`src/core/integrity_cfg.svh`:
```
// constants for the system integrity status and interrupt block
`ifndef INTEGRITY_CFG_SVH
`define INTEGRITY_CFG_SVH
`define ICS_ADDR_CTRL 4'h0
`define ICS_ADDR_MASK 4'h1
`define ICS_ADDR_STAT 4'h2
`define ICS_BIT_PAGE 7
`define ICS_BIT_SUPPLY_IE 6
`define ICS_BIT_SUPPLY_FLAG 5
`define ICS_BIT_LV_RESET 4
`define ICS_BIT_RSVD 3
`define ICS_BIT_CLOCK_IE 2
`define ICS_BIT_CLOCK_FLAG 1
`define ICS_BIT_WDG_RESET 0
`define ICS_EV_CLOCK 0
`define ICS_EV_SUPPLY 1
`define ICS_CTRL_RESET 8'h00
`define ICS_MASK_RESET 2'h3
`endif

```
`src/core/integrity_pkg.sv`:
```
// types for the system integrity status and interrupt block
package integrity_pkg;
	typedef struct packed {
		logic wr;
		logic rd;
		logic [3:0] addr;
		logic [7:0] wdata;
	} bus_req_t;
	typedef enum logic [2:0] {
		PWR_RUN = 3'b001,
		PWR_WAIT = 3'b010,
		PWR_HALT = 3'b100
	} pwr_mode_t;
endpackage : integrity_pkg

```
`src/core/system_integrity_status_irq.sv`:
```
// system integrity page 0 control/status register, event flags and wake-up logic
// Contract
// - Interrupt only when source enable set and cpu interrupt mask clear; irq_o ignores the cpu interrupt mask and follows the mask register.
// - Clock guard event wakes from wait, never from full halt.
// - Clock guard event wakes from active halt.
// - Supply warning stays active in halt and wakes from halt and wait.
// - Bit 7 selects page 0 or page 1 contents.
// - Supply enable in bit 6 requests interrupt on every flag toggle.
// - Bit 5 mirrors supply comparator, written only by hardware.
// - Bit 4 set by hardware on a low voltage reset.
// - Low voltage flag cleared only by writing zero.
// - Low voltage flag undefined when detector disabled by option.
// - Bit 2 enables interrupt once clock guard flag sets.
// - Clock guard interrupt suppressed while backup pll disabled.
// - Reset loads zero except low voltage flag and watchdog flag.
// - Bit 1 set on backup takeover, cleared by read after recovery.
// - Bit 0 set by watchdog reset, cleared by zero write or lv reset.
//
// Design decisions made here: the address-and-strobe port and the placing of the registers.
`timescale 1ns/100ps
`default_nettype none
`include "integrity_cfg.svh"
module system_integrity_status_irq (
	input wire logic clk_i,
	input wire logic resetn_i,
	input wire logic ce_i,
	input wire logic [3:0] addr_i,
	input wire logic [7:0] wdata_i,
	input wire logic wr_i,
	input wire logic rd_i,
	output logic [7:0] rdata_o,
	input wire logic [7:0] page1_rdata_i,
	input wire logic cpu_irq_mask_i,
	input wire logic enter_wait_i,
	input wire logic enter_halt_i,
	input wire logic active_halt_i,
	input wire logic backup_pll_enable_i,
	input wire logic supply_cmp_i,
	input wire logic safe_osc_active_i,
	input wire logic osc_recovered_i,
	input wire logic lv_reset_cause_i,
	input wire logic wdg_reset_cause_i,
	input wire logic lvd_option_enabled_i,
	output logic page_sel_o,
	output logic irq_o,
	output logic cpu_irq_o,
	output logic wake_o
);
	integrity_pkg::bus_req_t req;
	integrity_pkg::pwr_mode_t mode_r;
	logic page_r;
	logic supply_ie_r;
	logic supply_flag_r;
	logic lv_flag_r;
	logic clock_ie_r;
	logic clock_flag_r;
	logic wdg_flag_r;
	logic boot_r;
	logic [1:0] stat_r;
	logic [1:0] mask_r;
	logic [1:0] ev_set;
	logic [1:0] pend;
	logic supply_edge;
	logic clock_rise;
	logic clock_prev_r;
	logic pg0_wr;
	logic pg0_rd;
	logic [7:0] ctrl_view;

	// ----------------------------------------------------------------
	// decode
	// ----------------------------------------------------------------
	function automatic logic hit(input logic [3:0] a, input logic [3:0] b);
		hit = (a == b);
	endfunction : hit

	assign req = '{wr: wr_i, rd: rd_i, addr: addr_i, wdata: wdata_i};
	// page 0 is reached only while the page selector is zero
	assign pg0_wr = req.wr && hit(req.addr, `ICS_ADDR_CTRL) && !page_r;
	assign pg0_rd = req.rd && hit(req.addr, `ICS_ADDR_CTRL) && !page_r;
	// any toggle of the comparator is an event; the boot cycle only loads the
	// flag, so a supply already low at reset release raises no request
	assign supply_edge = (supply_cmp_i != supply_flag_r) && !boot_r;
	// takeover edge of the safe oscillator; ignored while the backup pll is off
	// because the flag must stay cleared then
	assign clock_rise = safe_osc_active_i && !clock_prev_r && backup_pll_enable_i;
	// event strobes feeding the sticky status
	assign ev_set[`ICS_EV_CLOCK] = clock_rise;
	assign ev_set[`ICS_EV_SUPPLY] = supply_edge;
	assign ctrl_view = {page_r, supply_ie_r, supply_flag_r, lv_flag_r, 1'b0,
		clock_ie_r, clock_flag_r, wdg_flag_r};
	// pending requests: clock flag or supply status bit with enable; clock guard gated by pll enable
	assign pend[`ICS_EV_CLOCK] = clock_flag_r && clock_ie_r && backup_pll_enable_i;
	assign pend[`ICS_EV_SUPPLY] = stat_r[`ICS_EV_SUPPLY] && supply_ie_r;

	// ----------------------------------------------------------------
	// control register bits
	// ----------------------------------------------------------------
	// page selector, software read/write, cleared by reset
	always_ff @(posedge clk_i)
	begin
		if (!resetn_i)
			page_r <= 1'b0;
		else if (ce_i && req.wr && hit(req.addr, `ICS_ADDR_CTRL))
			page_r <= req.wdata[`ICS_BIT_PAGE];
	end

	// interrupt enables; ignored while page 1 is selected, since the same
	// address then reaches the pll and clock select fields
	always_ff @(posedge clk_i)
	begin
		if (!resetn_i)
		begin
			supply_ie_r <= 1'b0;
			clock_ie_r <= 1'b0;
		end
		else if (ce_i && pg0_wr)
		begin
			supply_ie_r <= req.wdata[`ICS_BIT_SUPPLY_IE];
			clock_ie_r <= req.wdata[`ICS_BIT_CLOCK_IE];
		end
	end

	// ----------------------------------------------------------------
	// reset causes and status flags
	// ----------------------------------------------------------------
	// first cycle after reset: latch reset causes and comparator
	always_ff @(posedge clk_i)
	begin
		if (!resetn_i)
			boot_r <= 1'b1;
		else if (ce_i)
			boot_r <= 1'b0;
	end

	// supply flag mirrors the comparator, writes ignored
	always_ff @(posedge clk_i)
	begin
		if (!resetn_i)
			supply_flag_r <= 1'b0;
		else if (ce_i)
			supply_flag_r <= supply_cmp_i;
	end

	// low voltage reset flag: set at release, cleared only by zero write.
	// it has no reset branch on purpose: a watchdog or pin reset must leave it
	// as it was, so the cause of an earlier supply failure is not lost.
	// its power-up value is only known once a low voltage reset with the detector option enabled, or a zero write to bit 4, has occurred.
	always_ff @(posedge clk_i)
	begin
		if (resetn_i && ce_i && boot_r)
			lv_flag_r <= (lv_reset_cause_i && lvd_option_enabled_i) | lv_flag_r;
		else if (resetn_i && ce_i && pg0_wr && !req.wdata[`ICS_BIT_LV_RESET])
			lv_flag_r <= 1'b0;
	end

	// watchdog reset flag: set by watchdog, cleared by zero write or lv reset
	always_ff @(posedge clk_i)
	begin
		if (!resetn_i)
			wdg_flag_r <= 1'b0;
		else if (ce_i && boot_r)
			wdg_flag_r <= wdg_reset_cause_i && !lv_reset_cause_i;
		else if (ce_i && pg0_wr && !req.wdata[`ICS_BIT_WDG_RESET])
			wdg_flag_r <= 1'b0;
	end

	// clock guard flag: set on takeover, read clears once oscillator recovered
	always_ff @(posedge clk_i)
	begin
		if (!resetn_i)
		begin
			clock_flag_r <= 1'b0;
			clock_prev_r <= 1'b0;
		end
		else if (ce_i)
		begin
			clock_prev_r <= safe_osc_active_i;
			if (!backup_pll_enable_i)
				clock_flag_r <= 1'b0;
			else if (clock_rise)
				clock_flag_r <= 1'b1;
			else if (pg0_rd && osc_recovered_i)
				clock_flag_r <= 1'b0;
		end
	end

	// ----------------------------------------------------------------
	// interrupt status and mask
	// ----------------------------------------------------------------
	// sticky status: set wins over read-clear; clock bit tracks its pending request,
	// since the clock flag has its own clear on a control register read
	always_ff @(posedge clk_i)
	begin
		if (!resetn_i)
			stat_r <= 2'h0;
		else if (ce_i)
		begin
			stat_r[`ICS_EV_CLOCK] <= pend[`ICS_EV_CLOCK] | ev_set[`ICS_EV_CLOCK];
			if (ev_set[`ICS_EV_SUPPLY])
				stat_r[`ICS_EV_SUPPLY] <= 1'b1;
			else if (req.rd && hit(req.addr, `ICS_ADDR_STAT))
				stat_r[`ICS_EV_SUPPLY] <= 1'b0;
		end
	end

	// interrupt mask register, one bit per event in the status layout;
	// reachable on either page since it sits at its own address
	always_ff @(posedge clk_i)
	begin
		if (!resetn_i)
			mask_r <= `ICS_MASK_RESET;
		else if (ce_i && req.wr && hit(req.addr, `ICS_ADDR_MASK))
			mask_r <= req.wdata[1:0];
	end

	// interrupt outputs: held level while cause and enable stand;
	// irq_o answers the mask register, cpu_irq_o the cpu interrupt mask
	always_ff @(posedge clk_i)
	begin
		if (!resetn_i)
		begin
			irq_o <= 1'b0;
			cpu_irq_o <= 1'b0;
		end
		else if (ce_i)
		begin
			irq_o <= |(pend & mask_r);
			cpu_irq_o <= (|pend) && !cpu_irq_mask_i;
		end
	end

	// ----------------------------------------------------------------
	// low power mode tracking and wake-up
	// ----------------------------------------------------------------
	// wait wakes on any pending request; halt only on the supply warning,
	// or on the clock guard as well when the halt is an active halt
	always_ff @(posedge clk_i)
	begin
		if (!resetn_i)
		begin
			mode_r <= integrity_pkg::PWR_RUN;
			wake_o <= 1'b0;
		end
		else if (ce_i)
		begin
			wake_o <= 1'b0;
			case (mode_r)
				integrity_pkg::PWR_RUN:
				begin
					if (enter_halt_i)
						mode_r <= integrity_pkg::PWR_HALT;
					else if (enter_wait_i)
						mode_r <= integrity_pkg::PWR_WAIT;
				end
				integrity_pkg::PWR_WAIT:
				begin
					if (|pend)
					begin
						mode_r <= integrity_pkg::PWR_RUN;
						wake_o <= 1'b1;
					end
				end
				integrity_pkg::PWR_HALT:
				begin
					// full halt: only supply warning; active halt: clock guard too
					if (pend[`ICS_EV_SUPPLY] || (active_halt_i && pend[`ICS_EV_CLOCK]))
					begin
						mode_r <= integrity_pkg::PWR_RUN;
						wake_o <= 1'b1;
					end
				end
				default:
					mode_r <= integrity_pkg::PWR_RUN;
			endcase
		end
	end

	// ----------------------------------------------------------------
	// read data, one cycle after the strobe
	// ----------------------------------------------------------------
	// zero outside the read slot and for unmapped addresses, so a bus
	// that ors several slaves together needs no extra gating
	always_ff @(posedge clk_i)
	begin
		if (!resetn_i)
			rdata_o <= 8'h00;
		else if (ce_i && req.rd)
		begin
			if (hit(req.addr, `ICS_ADDR_CTRL))
				rdata_o <= page_r ? page1_rdata_i : ctrl_view;
			else if (hit(req.addr, `ICS_ADDR_MASK))
				rdata_o <= {6'h00, mask_r};
			else if (hit(req.addr, `ICS_ADDR_STAT))
				rdata_o <= {6'h00, stat_r};
			else
				rdata_o <= 8'h00;
		end
		else if (ce_i)
			rdata_o <= 8'h00;
	end

	// page selector goes out to the page 1 register bank
	assign page_sel_o = page_r;
endmodule : system_integrity_status_irq
`default_nettype wire

```
`config.mk`:
```
export PLATFORM = sky130hd
export DESIGN_NAME = system_integrity_status_irq
export DESIGN_NICKNAME = d
export VERILOG_FILES = /design/src/core/integrity_pkg.sv /design/src/core/system_integrity_status_irq.sv
export VERILOG_INCLUDE_DIRS = /design/src /design/src/core
export SDC_FILE = /design/constraint.sdc
export NUM_CORES = 1
export LEC_CHECK = 0
export ABC_AREA = 1
export ABC_CLOCK_PERIOD_IN_PS = 1100
export BUFFER_PORTS_ARGS = -buffer_cell sky130_fd_sc_hd__buf_2
export CAP_MARGIN = 20
export CORE_UTILIZATION = 40
export CTS_BUF_LIST = sky130_fd_sc_hd__clkbuf_4 sky130_fd_sc_hd__clkbuf_8
export CTS_CLUSTER_SIZE = 14
export DETAILED_ROUTE_END_ITERATION = 10
export PLACE_DENSITY = 0.69
export SETUP_SLACK_MARGIN = 0.5
export SYNTH_ARGS = -nofsm -noshare
export SYNTH_HDL_FRONTEND = slang
export SYNTH_SLANG_ARGS = --single-unit
```
`constraint.sdc`:
```
create_clock -name clk_i -period 1.1 [get_ports clk_i]
set_input_delay 0.22 -clock clk_i [delete_from_list [all_inputs] [get_ports clk_i]]
set_output_delay 0.22 -clock clk_i [all_outputs]
set_load 0.03 [all_outputs]
```
Yosys cells after proc, flatten, opt, wreduce, memory -nomap -nowiden
Index checks and enable logic that the tools add are counted.
{"block": "classes", "n_bitwise": 3, "n_reduce_logical": 45, "eq_ne": 10, "muxes": 23}
{"operator": "8-bit 2-to-1 mux", "n": 4}
{"operator": "1-bit logical AND", "n": 27}
{"operator": "3-bit 2-to-1 mux", "n": 4}
{"operator": "1-bit 2-to-1 mux", "n": 11}
{"operator": "3-bit one-hot mux with 3 select lines", "n": 1}
{"operator": "2-bit nonzero test", "n": 4}
{"operator": "1-bit zero test", "n": 7}
{"operator": "4-bit by 1-bit equality test with 1-bit output, second input constant", "n": 1}
{"operator": "4-bit by 2-bit equality test with 1-bit output, second input constant", "n": 1}
{"operator": "4-bit zero test", "n": 1}
{"operator": "2-bit 2-to-1 mux", "n": 2}
{"operator": "2-bit != test, second input constant", "n": 2}
{"operator": "2-bit AND reduction", "n": 2}
{"operator": "4-bit AND reduction", "n": 1}
{"operator": "2-bit OR reduction", "n": 2}
{"operator": "3-bit by 1-bit equality test with 1-bit output, second input constant", "n": 1}
{"operator": "3-bit by 2-bit equality test with 1-bit output, second input constant", "n": 1}
{"operator": "3-bit equality test, second input constant", "n": 1}
{"operator": "3-bit by 1-bit != test with 1-bit output, second input constant", "n": 1}
{"operator": "3-bit != test, second input constant", "n": 1}
{"operator": "2-bit bitwise AND", "n": 1}
{"operator": "1-bit OR", "n": 2}
{"operator": "1-bit one-hot mux with 2 select lines", "n": 1}
{"operator": "1-bit logical OR", "n": 1}
{"operator": "1-bit != test", "n": 1}
{"block": "word_totals", "inputBits": 36, "register_bits": 27, "output_inout_bits": 12, "word_cells": 98}

Logic depth before layout (Yosys ltp)
Gate-level depths: netlist of the first run.
{"block": "depth", "word_depth": 7, "ltp_mapped": 8, "ltp_nobuf": 8}

Least setup slack after synthesis of the first run
Ideal clock, no wire load.
{"block": "synth_path", "path_kind": "reg2reg", "from": "reg page_r (netlist: page_sel_o)", "to": "reg rdata_o[2]", "synth_period_minus_slack_ps": 1176, "setup_ps": 129, "path_slack_ps": -76, "path_stages_with_launch": 5, "arrival_time_ps": 1047, "required_ps": 971, "n_path_buf": 1, "path_cell_list": "dfxtp_1 -> buf_2 -> o21ai_0 -> a22oi_1 -> nor2_1"}
{"block": "synth_between", "elab_chain_len": 3}
{"element": "start: declaration", "line": "system_integrity_status_irq.sv:51", "text": "logic page_r;"}
{"element": "start signal: assignment", "line": "system_integrity_status_irq.sv:105", "text": "page_r <= req.wdata[`ICS_BIT_PAGE];"}
{"element": "8-bit 2-to-1 mux", "line": "system_integrity_status_irq.sv:291", "text": "rdata_o <= page_r ? page1_rdata_i : ctrl_view;"}
{"element": "8-bit 2-to-1 mux", "line": "system_integrity_status_irq.sv:290", "text": "if (hit(req.addr, `ICS_ADDR_CTRL))"}
{"element": "8-bit 2-to-1 mux", "line": "system_integrity_status_irq.sv:288", "text": "else if (ce_i && req.rd)"}
{"element": "end signal: assignment", "line": "system_integrity_status_irq.sv:291"}
{"element": "end signal: assignment", "line": "system_integrity_status_irq.sv:293", "text": "rdata_o <= {6'h00, mask_r};"}
{"element": "end signal: assignment", "line": "system_integrity_status_irq.sv:295", "text": "rdata_o <= {6'h00, stat_r};"}
{"element": "end: declaration", "line": "system_integrity_status_irq.sv:31", "text": "output logic [7:0] rdata_o,"}
No other way between the ends.
A chain may end at the register's enable or synchronous reset.

Final worst setup path of the first run
{"block": "layout_path", "from": "reg page_r (netlist: page_sel_o)", "to": "out page_sel_o"}
{"element": "end: declaration", "line": "system_integrity_status_irq.sv:44", "text": "output logic page_sel_o,"}
No word-level cell between the ends.

==> results of run 1 <==
-- cell usage in the layout (no fill, tap or decap), drive strengths merged, types with 4 or more instances in the layout --
master and instances:
nand2 42, a21oi 15, nor2 22, o21ai 20
buf 70, nand3 17, inv 25, a22oi 4
nand4 5, dfxtp 26
-- cell families (layout without fill, tap and decap cells) --
kind of cell,count (synthesis),count (layout),synth area share
AND/OR/NAND/NOR,90,90,0.315
XOR/XNOR,1,1,0.00643
buffers and inverters,31,100,0.0910
flip-flops,27,27,0.404
AO/OA/AOI/OAI,44,44,0.183
-- routing by layer --
metal | global-route usage | part of all wire | vias up
met5 | 0 | 0 | -
met4 | 0.0598 | 0.0092 | 0
met3 | 0.0277 | 0.040 | 4
met2 | 0.394 | 0.50 | 33
met1 | 0.269 | 0.45 | 690
li1 | - | - | 783
-- sequential cells by signal (all words and copies together) (netlist names), 2 cells and up --
signal / flops
mask_r: 2
stat_r: 2
mode_r: 3
rdata_o: 8
-- metrics by stage --
step                      power, mW  setup WS, ns  instance area (um^2)  TNS [ns]
after CTS                      1.85       -0.0650                  2090   -0.0650
after floorplan                1.23        0.0801                  1450         0
after global placement         1.38        -0.108                  1840    -0.717
final                          1.91       -0.0477                  2240   -0.0604
after detailed placement       1.39        -0.130                  1840    -0.966
after global routing           2.03        -0.101                  2240    -0.644
-- critical path, stage by stage (launching register included) --
cell and delay, ns:
dfxtp_4 0.37, buf_6 0.11, buf_6 0.13
-- power by group through the flow --
stage / registers, mW / clock network [mW] / logic [mW]
after global routing: 1.05 / 0.492 / 0.487
after CTS: 1.02 / 0.450 / 0.382
final: 1.04 / 0.422 / 0.446
after detailed placement: 1.04 / 0 / 0.341
after global placement: 1.04 / 0 / 0.338
after floorplan: 1.05 / 0 / 0.180
-- area by class of cell --
class,count,area [um^2]
clock buffers,3,22.5
clock inverters,1,5.00
fillers,252,888
inverters,26,126
multi-input cells,135,872
flip-flops and latches,27,622
well taps,44,55.1
repair buffers,70,537
-- repair_timing --
action,CTS,global route
setup endpoints to repair,39,40
hold buffers,0,0
pin swaps,13,16
gates cloned,0,0
resized for setup,57,41
buffers inserted,7,2
-- worst max path at each step --
stage | startpoint | to | slack [ns] | cells after the start
after floorplan | addr_i[3] | lv_flag_r | 0.08 | 5
after global placement | addr_i[3] | rdata_o[3] | -0.11 | 7
after detailed placement | addr_i[3] | rdata_o[3] | -0.13 | 7
after CTS | page_sel_o | page_sel_o | -0.06 | 2
after global routing | page_sel_o | page_sel_o | -0.10 | 2
final | page_sel_o | page_sel_o | -0.05 | 2
==> run metrics, run 1 <==
outcome finished, violations left; failing checks negative setup slack; RePlAce Congestion 0.862; Worst Reg-to-Reg Cells 6; Syn Area/Cell 7.05 um^2; drt wl/cell 12.0 um; TritonCTS buffer count 3; Routed Antenna Nets 0; total number of vias 1510; core area 3130 um^2; leak pwr 0.981 nW; CP required 0.88 ns; Hold EP mask_r[1]; Clock Latency Late Sink 0.32 ns; switch share 0.302; CTS tree yes; layout cell share with drive strength beyond 1 0.595; clock network fraction of total power 0.221; Global Route Usage Sum 0.218; Die Width 60.3 um; Max Cap Violations 0; initial antenna violation count 0; Max rail drop VDD 0.667 mV; Cell Area, Synth 1360 um^2; Synth warnings 0; CTS clk-pin slew, worst paths 0.14 ns; Critical Path Source Type register; Vias/cell 4.93; #FFs+latches synth 27; final hold vios 0; asr flop ratio synth 0; IO Count 48; cell with the most instances after synthesis nand2_1; fin nets 299; Initial Util 0.435; Cell Pwr Density 852 nW/um^2; synth-to-layout area growth 64.5%; Final Setup Violations 3; final worst slack -0.0477 ns; relative slew slack 0.837; CP Max Fanout 2; HPWL Detailed 2.58 mm; Post-route DRC 0; Cells after Synth 193; top cell type by total area after synthesis dfxtp_1; vias in the first global route 1407; hold depth 3; Comb pwr share 0.233; fmax 871 MHz; min-delay src wdata_i[1]; number of clock sinks 27; first-pass GRT wire length 5.97 mm; Synth cell types 29; Area contributors post-synth dfxtp_1 38%, nand2_1 11%, inv_1 6.9%, o21ai_0 6.3%, nor2_1 5.2%; die area 3640 um^2; PortBufs 45; Cell Int Power 1.33 mW; H-tree levels 1; largest net degree at the start of global routing 16; FP Rows 20; drt pass-1 iters 4; number of flops mapped to enable cells by yosys 1; Die Span Y 60.3 um; Synth top area share 0.382; grt ovf 0; FF-to-FF Start page_sel_o; Worst Path Arrival 0.93 ns; WHS 0.0986 ns; syn_nets 229; final core utilization 0.716; Synth top cells by count 41 x nand2_1, 26 x dfxtp_1, 25 x inv_1, 19 x nor2_1, 17 x o21ai_0; top_reg_cell synth dfxtp_1; clock root cell clkbuf_4; switching power total 577 uW; dpl cells 293; Min Clock Period, post-route 1.15 ns; Crit. End Element primary output; n_diodes 0; Seq pwr share 0.546; RSZ-0062 raised after global routing true; clock buffer depth 2; R2R setup slack -0.01 ns; initial DRC count 102; worst clock skew 0.00559 ns; critical path class register to primary output; fraction of the yosys area taken by sequential cells 0.404; DRT Wirelength 3.68 mm; Slew Limit Fails 0; FF-to-FF End rdata_o[1]; class of the worst hold path primary input to register; post-route clock period utilization 1.04; Final Non-Filler Cells 306; worst slew pin tran 0.242 ns
Power figures use the tool's default switching activity.
==> run 2: changes to the inputs <==
ABC_CLOCK_PERIOD_IN_PS = 1300   (was 1100)
PLACE_DENSITY = 0.66   (was 0.69)
clock period = 1.3 ns   (was 1.1 ns; I/O delays follow)
==> run metrics, run 2 (synthesized netlist as in run 1, its figures left out) <==
Critical Path, Cell by Cell buf_6; CP required 1.04 ns; HPWL Detailed 2.49 mm; TritonCTS buffer count 3; core area 3130 um^2; final hold vios 0; Crit. End Element primary output; total number of vias 1495; Critical Path Source Type register; most common cell after layout, fill and taps aside buf_2; number of clock sinks 27; first-pass GRT wire length 5.66 mm; H-tree levels 1; FP Rows 20; n_diodes 0; Top Registers rdata_o (8), mode_r (3); Levels on crit path 1; DRT Wirelength 3.56 mm; critical path class register to primary output; clock root cell clkbuf_4; vias in the first global route 1369; class of the worst hold path primary input to register; hold depth 3; delay-heaviest family, CP flip-flops; fin nets 294; Final Total Pwr 1.63 mW; most frequent cells in the layout 33 x buf_2, 30 x nand2_1, 17 x inv_1, 16 x buf_4, 15 x buf_6; CP Max Fanout 3; CTS clk-pin slew, worst paths 0.16 ns; worst slew pin tran 0.225 ns; Die Width 60.3 um; Initial Util 0.435; fin area 2110 um^2; final core utilization 0.674; max FFs per register 8; largest net degree at the start of global routing 17; Max Cap Violations 0; clock buffer depth 2; WHS 0.120 ns; Fillers 270; PortBufs 45; leak pwr 0.944 nW; synth-to-layout area growth 54.8%; RePlAce Congestion 0.817; Setup TNS 0 ns; Final Setup Violations 0; grt ovf 0; Min Clock Period, post-route 1.12 ns; worst clock skew 0.00275 ns; Global Route Usage Sum 0.208; Routed Antenna Nets 0; final worst slack 0.177 ns; Largest Register rdata_o; Cell Pwr Density 774 nW/um^2; IO Count 48; Clock Latency Late Sink 0.34 ns; initial DRC count 50; layout cell share with drive strength beyond 1 0.545; Final Non-Filler Cells 301; fmax 891 MHz; initial antenna violation count 0; Area after DPL 1720 um^2; Die Span Y 60.3 um; CP Buf/Inv Count 1; dpl cells 286; RSZ-0062 raised after global routing true; drt pass-1 iters 4; slowest CP cell dfxtp_4; Worst Path Arrival 0.86 ns; drt wl/cell 11.8 um; Slew Limit Fails 0; Worst Reg-to-Reg Cells 8; post-route clock period utilization 0.864; die area 3640 um^2; hold buffers post-CTS 0; pre-CTS WS 0.0182 ns; crit-path max cell delay 0.40 ns; outcome finished clean; CTS tree yes; Post-route DRC 0; Max rail drop VDD 0.606 mV; relative slew slack 0.849; Vias/cell 4.97
-- run 2: cell types whose count changed in the layout (fill, tap and decap cells not counted), moves of 3 or more --
| cell | before | now |
|---|---|---|
| dfxtp_4 | 17 | 5 |
| dfxtp_2 | 6 | 14 |
| buf_4 | 21 | 16 |
| dfxtp_1 | 3 | 7 |
| inv_1 | 13 | 17 |
| inv_4 | 4 | 0 |
| a21oi_1 | 7 | 10 |
| a21oi_2 | 8 | 5 |
-- run 2: final timing paths --
path / start / end / slack [ns]
min: wdata_i[1] / mask_r[1] / 0.12
max reg2reg: mode_r[1] / mode_r[1] / 0.21
min reg2reg: rdata_o[7] / rdata_o[7] / 0.48
max: page_sel_o / page_sel_o / 0.18
-- run 2: repair_timing --
action                     in CTS  in global routing
setup endpoints to repair      30                 34
pin swaps                      16                 24
buffers inserted                9                  2
gates resized for setup        54                 41
-- run 2: routing by layer --
layer	track usage	vias up	routed length (um)
met1	0.249	686	1610
li1	-	770	-
met4	0.0731	0	55
met5	0	-	0
met3	0.0490	6	116
met2	0.363	33	1780
-- run 2: power by group --
part           switching [mW]  internal [mW]  leakage (nW)
registers              0.0327          0.859         0.231
logic                   0.186          0.153         0.699
clock network           0.282          0.118        0.0139
total                   0.500           1.13         0.944
-- run 2: cell type report --
| type | count | area (um^2) | area share |
|---|---|---|---|
| multi-input cells | 135 | 850 | 0.403 |
| flip-flops and latches | 27 | 587 | 0.279 |
| repair buffers | 65 | 469 | 0.223 |
| inverters | 26 | 116 | 0.0552 |
| well taps | 44 | 55.1 | 0.0261 |
| clock buffers | 3 | 22.5 | 0.0107 |
| clock inverters | 1 | 7.51 | 0.00356 |
==> run 3: changes to the inputs <==
CORE_ASPECT_RATIO = 0.9   (was default)
GPL_TIMING_DRIVEN = 0   (was default)
==> run metrics, run 3 (synthesized netlist as in run 1, its figures left out) <==
initial DRC count 116; drt wl/cell 12.6 um; PortBufs 45; leak pwr 0.930 nW; Initial Util 0.434; Critical Path, Cell by Cell buf_6; post-route clock period utilization 0.841; layout cell share with drive strength beyond 1 0.512; Slew Limit Fails 0; hold buffers post-CTS 0; critical path class register to primary output; Clock Latency Late Sink 0.28 ns; most common cell after layout, fill and taps aside nand2_1; grt ovf 0; CP Buf/Inv Count 1; die area 3640 um^2; clock root cell clkbuf_8; total number of vias 1491; FP Rows 19; relative slew slack 0.838; drt pass-1 iters 4; final hold vios 0; final core utilization 0.657; slowest CP cell dfxtp_4; Max rail drop VDD 0.684 mV; Setup TNS 0 ns; worst clock skew 0.00880 ns; CP Max Fanout 5; Routed Antenna Nets 0; Min Clock Period, post-route 1.09 ns; HPWL Detailed 2.54 mm; DRT Wirelength 3.75 mm; Largest Register rdata_o; outcome finished clean; TritonCTS buffer count 3; worst slew pin tran 0.240 ns; n_diodes 0; RSZ-0062 raised after global routing true; first-pass GRT wire length 5.71 mm; CP required 1.04 ns; RePlAce Congestion 0.822; most frequent cells in the layout 33 x nand2_1, 31 x buf_2, 17 x inv_1, 17 x dfxtp_2, 16 x buf_6; synth-to-layout area growth 51.5%; Top Registers rdata_o (8), mode_r (3); max FFs per register 8; class of the worst hold path primary input to register; largest net degree at the start of global routing 17; Die Width 63.5 um; Final Setup Violations 0; Critical Path Source Type register; fin nets 293; crit-path max cell delay 0.41 ns; Cell Pwr Density 824 nW/um^2; Die Span Y 57.3 um; CTS tree yes; Global Route Usage Sum 0.203; IO Count 48; Area after DPL 1680 um^2; number of clock sinks 27; initial antenna violation count 0; fmax 914 MHz; Max Cap Violations 0; Worst Path Arrival 0.83 ns; clock buffer depth 2; CTS clk-pin slew, worst paths 0.10 ns; Vias/cell 5.00; vias in the first global route 1318; Fillers 292; core area 3140 um^2; Crit. End Element primary output; delay-heaviest family, CP flip-flops; fin area 2060 um^2; H-tree levels 1; Post-route DRC 0
==> run 3: tightest hold or removal path: stages <==
cell	delay, ns
buf_2	0.09
inv_1	0.04
a21oi_1	0.05
==> run 3: path summary, 6_finish.rpt <==
path	from	end	slack, ns	cells after the start
max reg2reg	mode_r[1]	mode_r[2]	0.23	8
max	page_sel_o	page_sel_o	0.21	1
min reg2reg	rdata_o[7]	rdata_o[7]	0.48	2
min	wdata_i[7]	page_sel_o	0.20	3
==> run 3: area by class of cell <==
cell class / instances / area (um^2) / area share
inverter: 26 / 114 / 0.0552
sequential: 27 / 583 / 0.283
tap: 42 / 52.6 / 0.0255
clock inverter: 1 / 7.51 / 0.00364
clock buffer: 3 / 41.3 / 0.0200
multi-input combinational: 135 / 796 / 0.386
buffer: 5 / 40.0 / 0.0194
timing repair buffer: 59 / 428 / 0.208
==> run 3: layer usage <==
metal	wire, um	vias to the layer above	global-route usage
met2	1740	45	0.330
met4	33	0	0.0617
li1	-	766	-
met1	1780	676	0.265
met5	0	-	0
met3	199	4	0.0520
==> run 3: repair_timing <==
action | CTS | global route
cloned | 0 | 1
setup endpoints to repair | 38 | 39
buffers inserted | 4 | 9
gates resized for setup | 48 | 37
pin swaps | 9 | 18
==> run 3: where the power goes <==
group	internal, mW	switching [mW]
sequential	0.861	0.0316
combinational	0.137	0.180
clock	0.218	0.272
==> run 3: per-stage QoR <==
| step | power [mW] | hold WS, ns | setup slack [ns] | std cells |
|---|---|---|---|---|
| after floorplan | 1.05 | 0.377 | 0.240 | 193 |
| after global placement | 1.16 | 0.452 | 0.00689 | 280 |
| after detailed placement | 1.16 | 0.456 | 0.00414 | 280 |
| after CTS | 1.66 | 0.195 | 0.236 | 288 |
| after global routing | 1.78 | 0.201 | 0.157 | 298 |
| final | 1.70 | 0.195 | 0.206 | 298 |
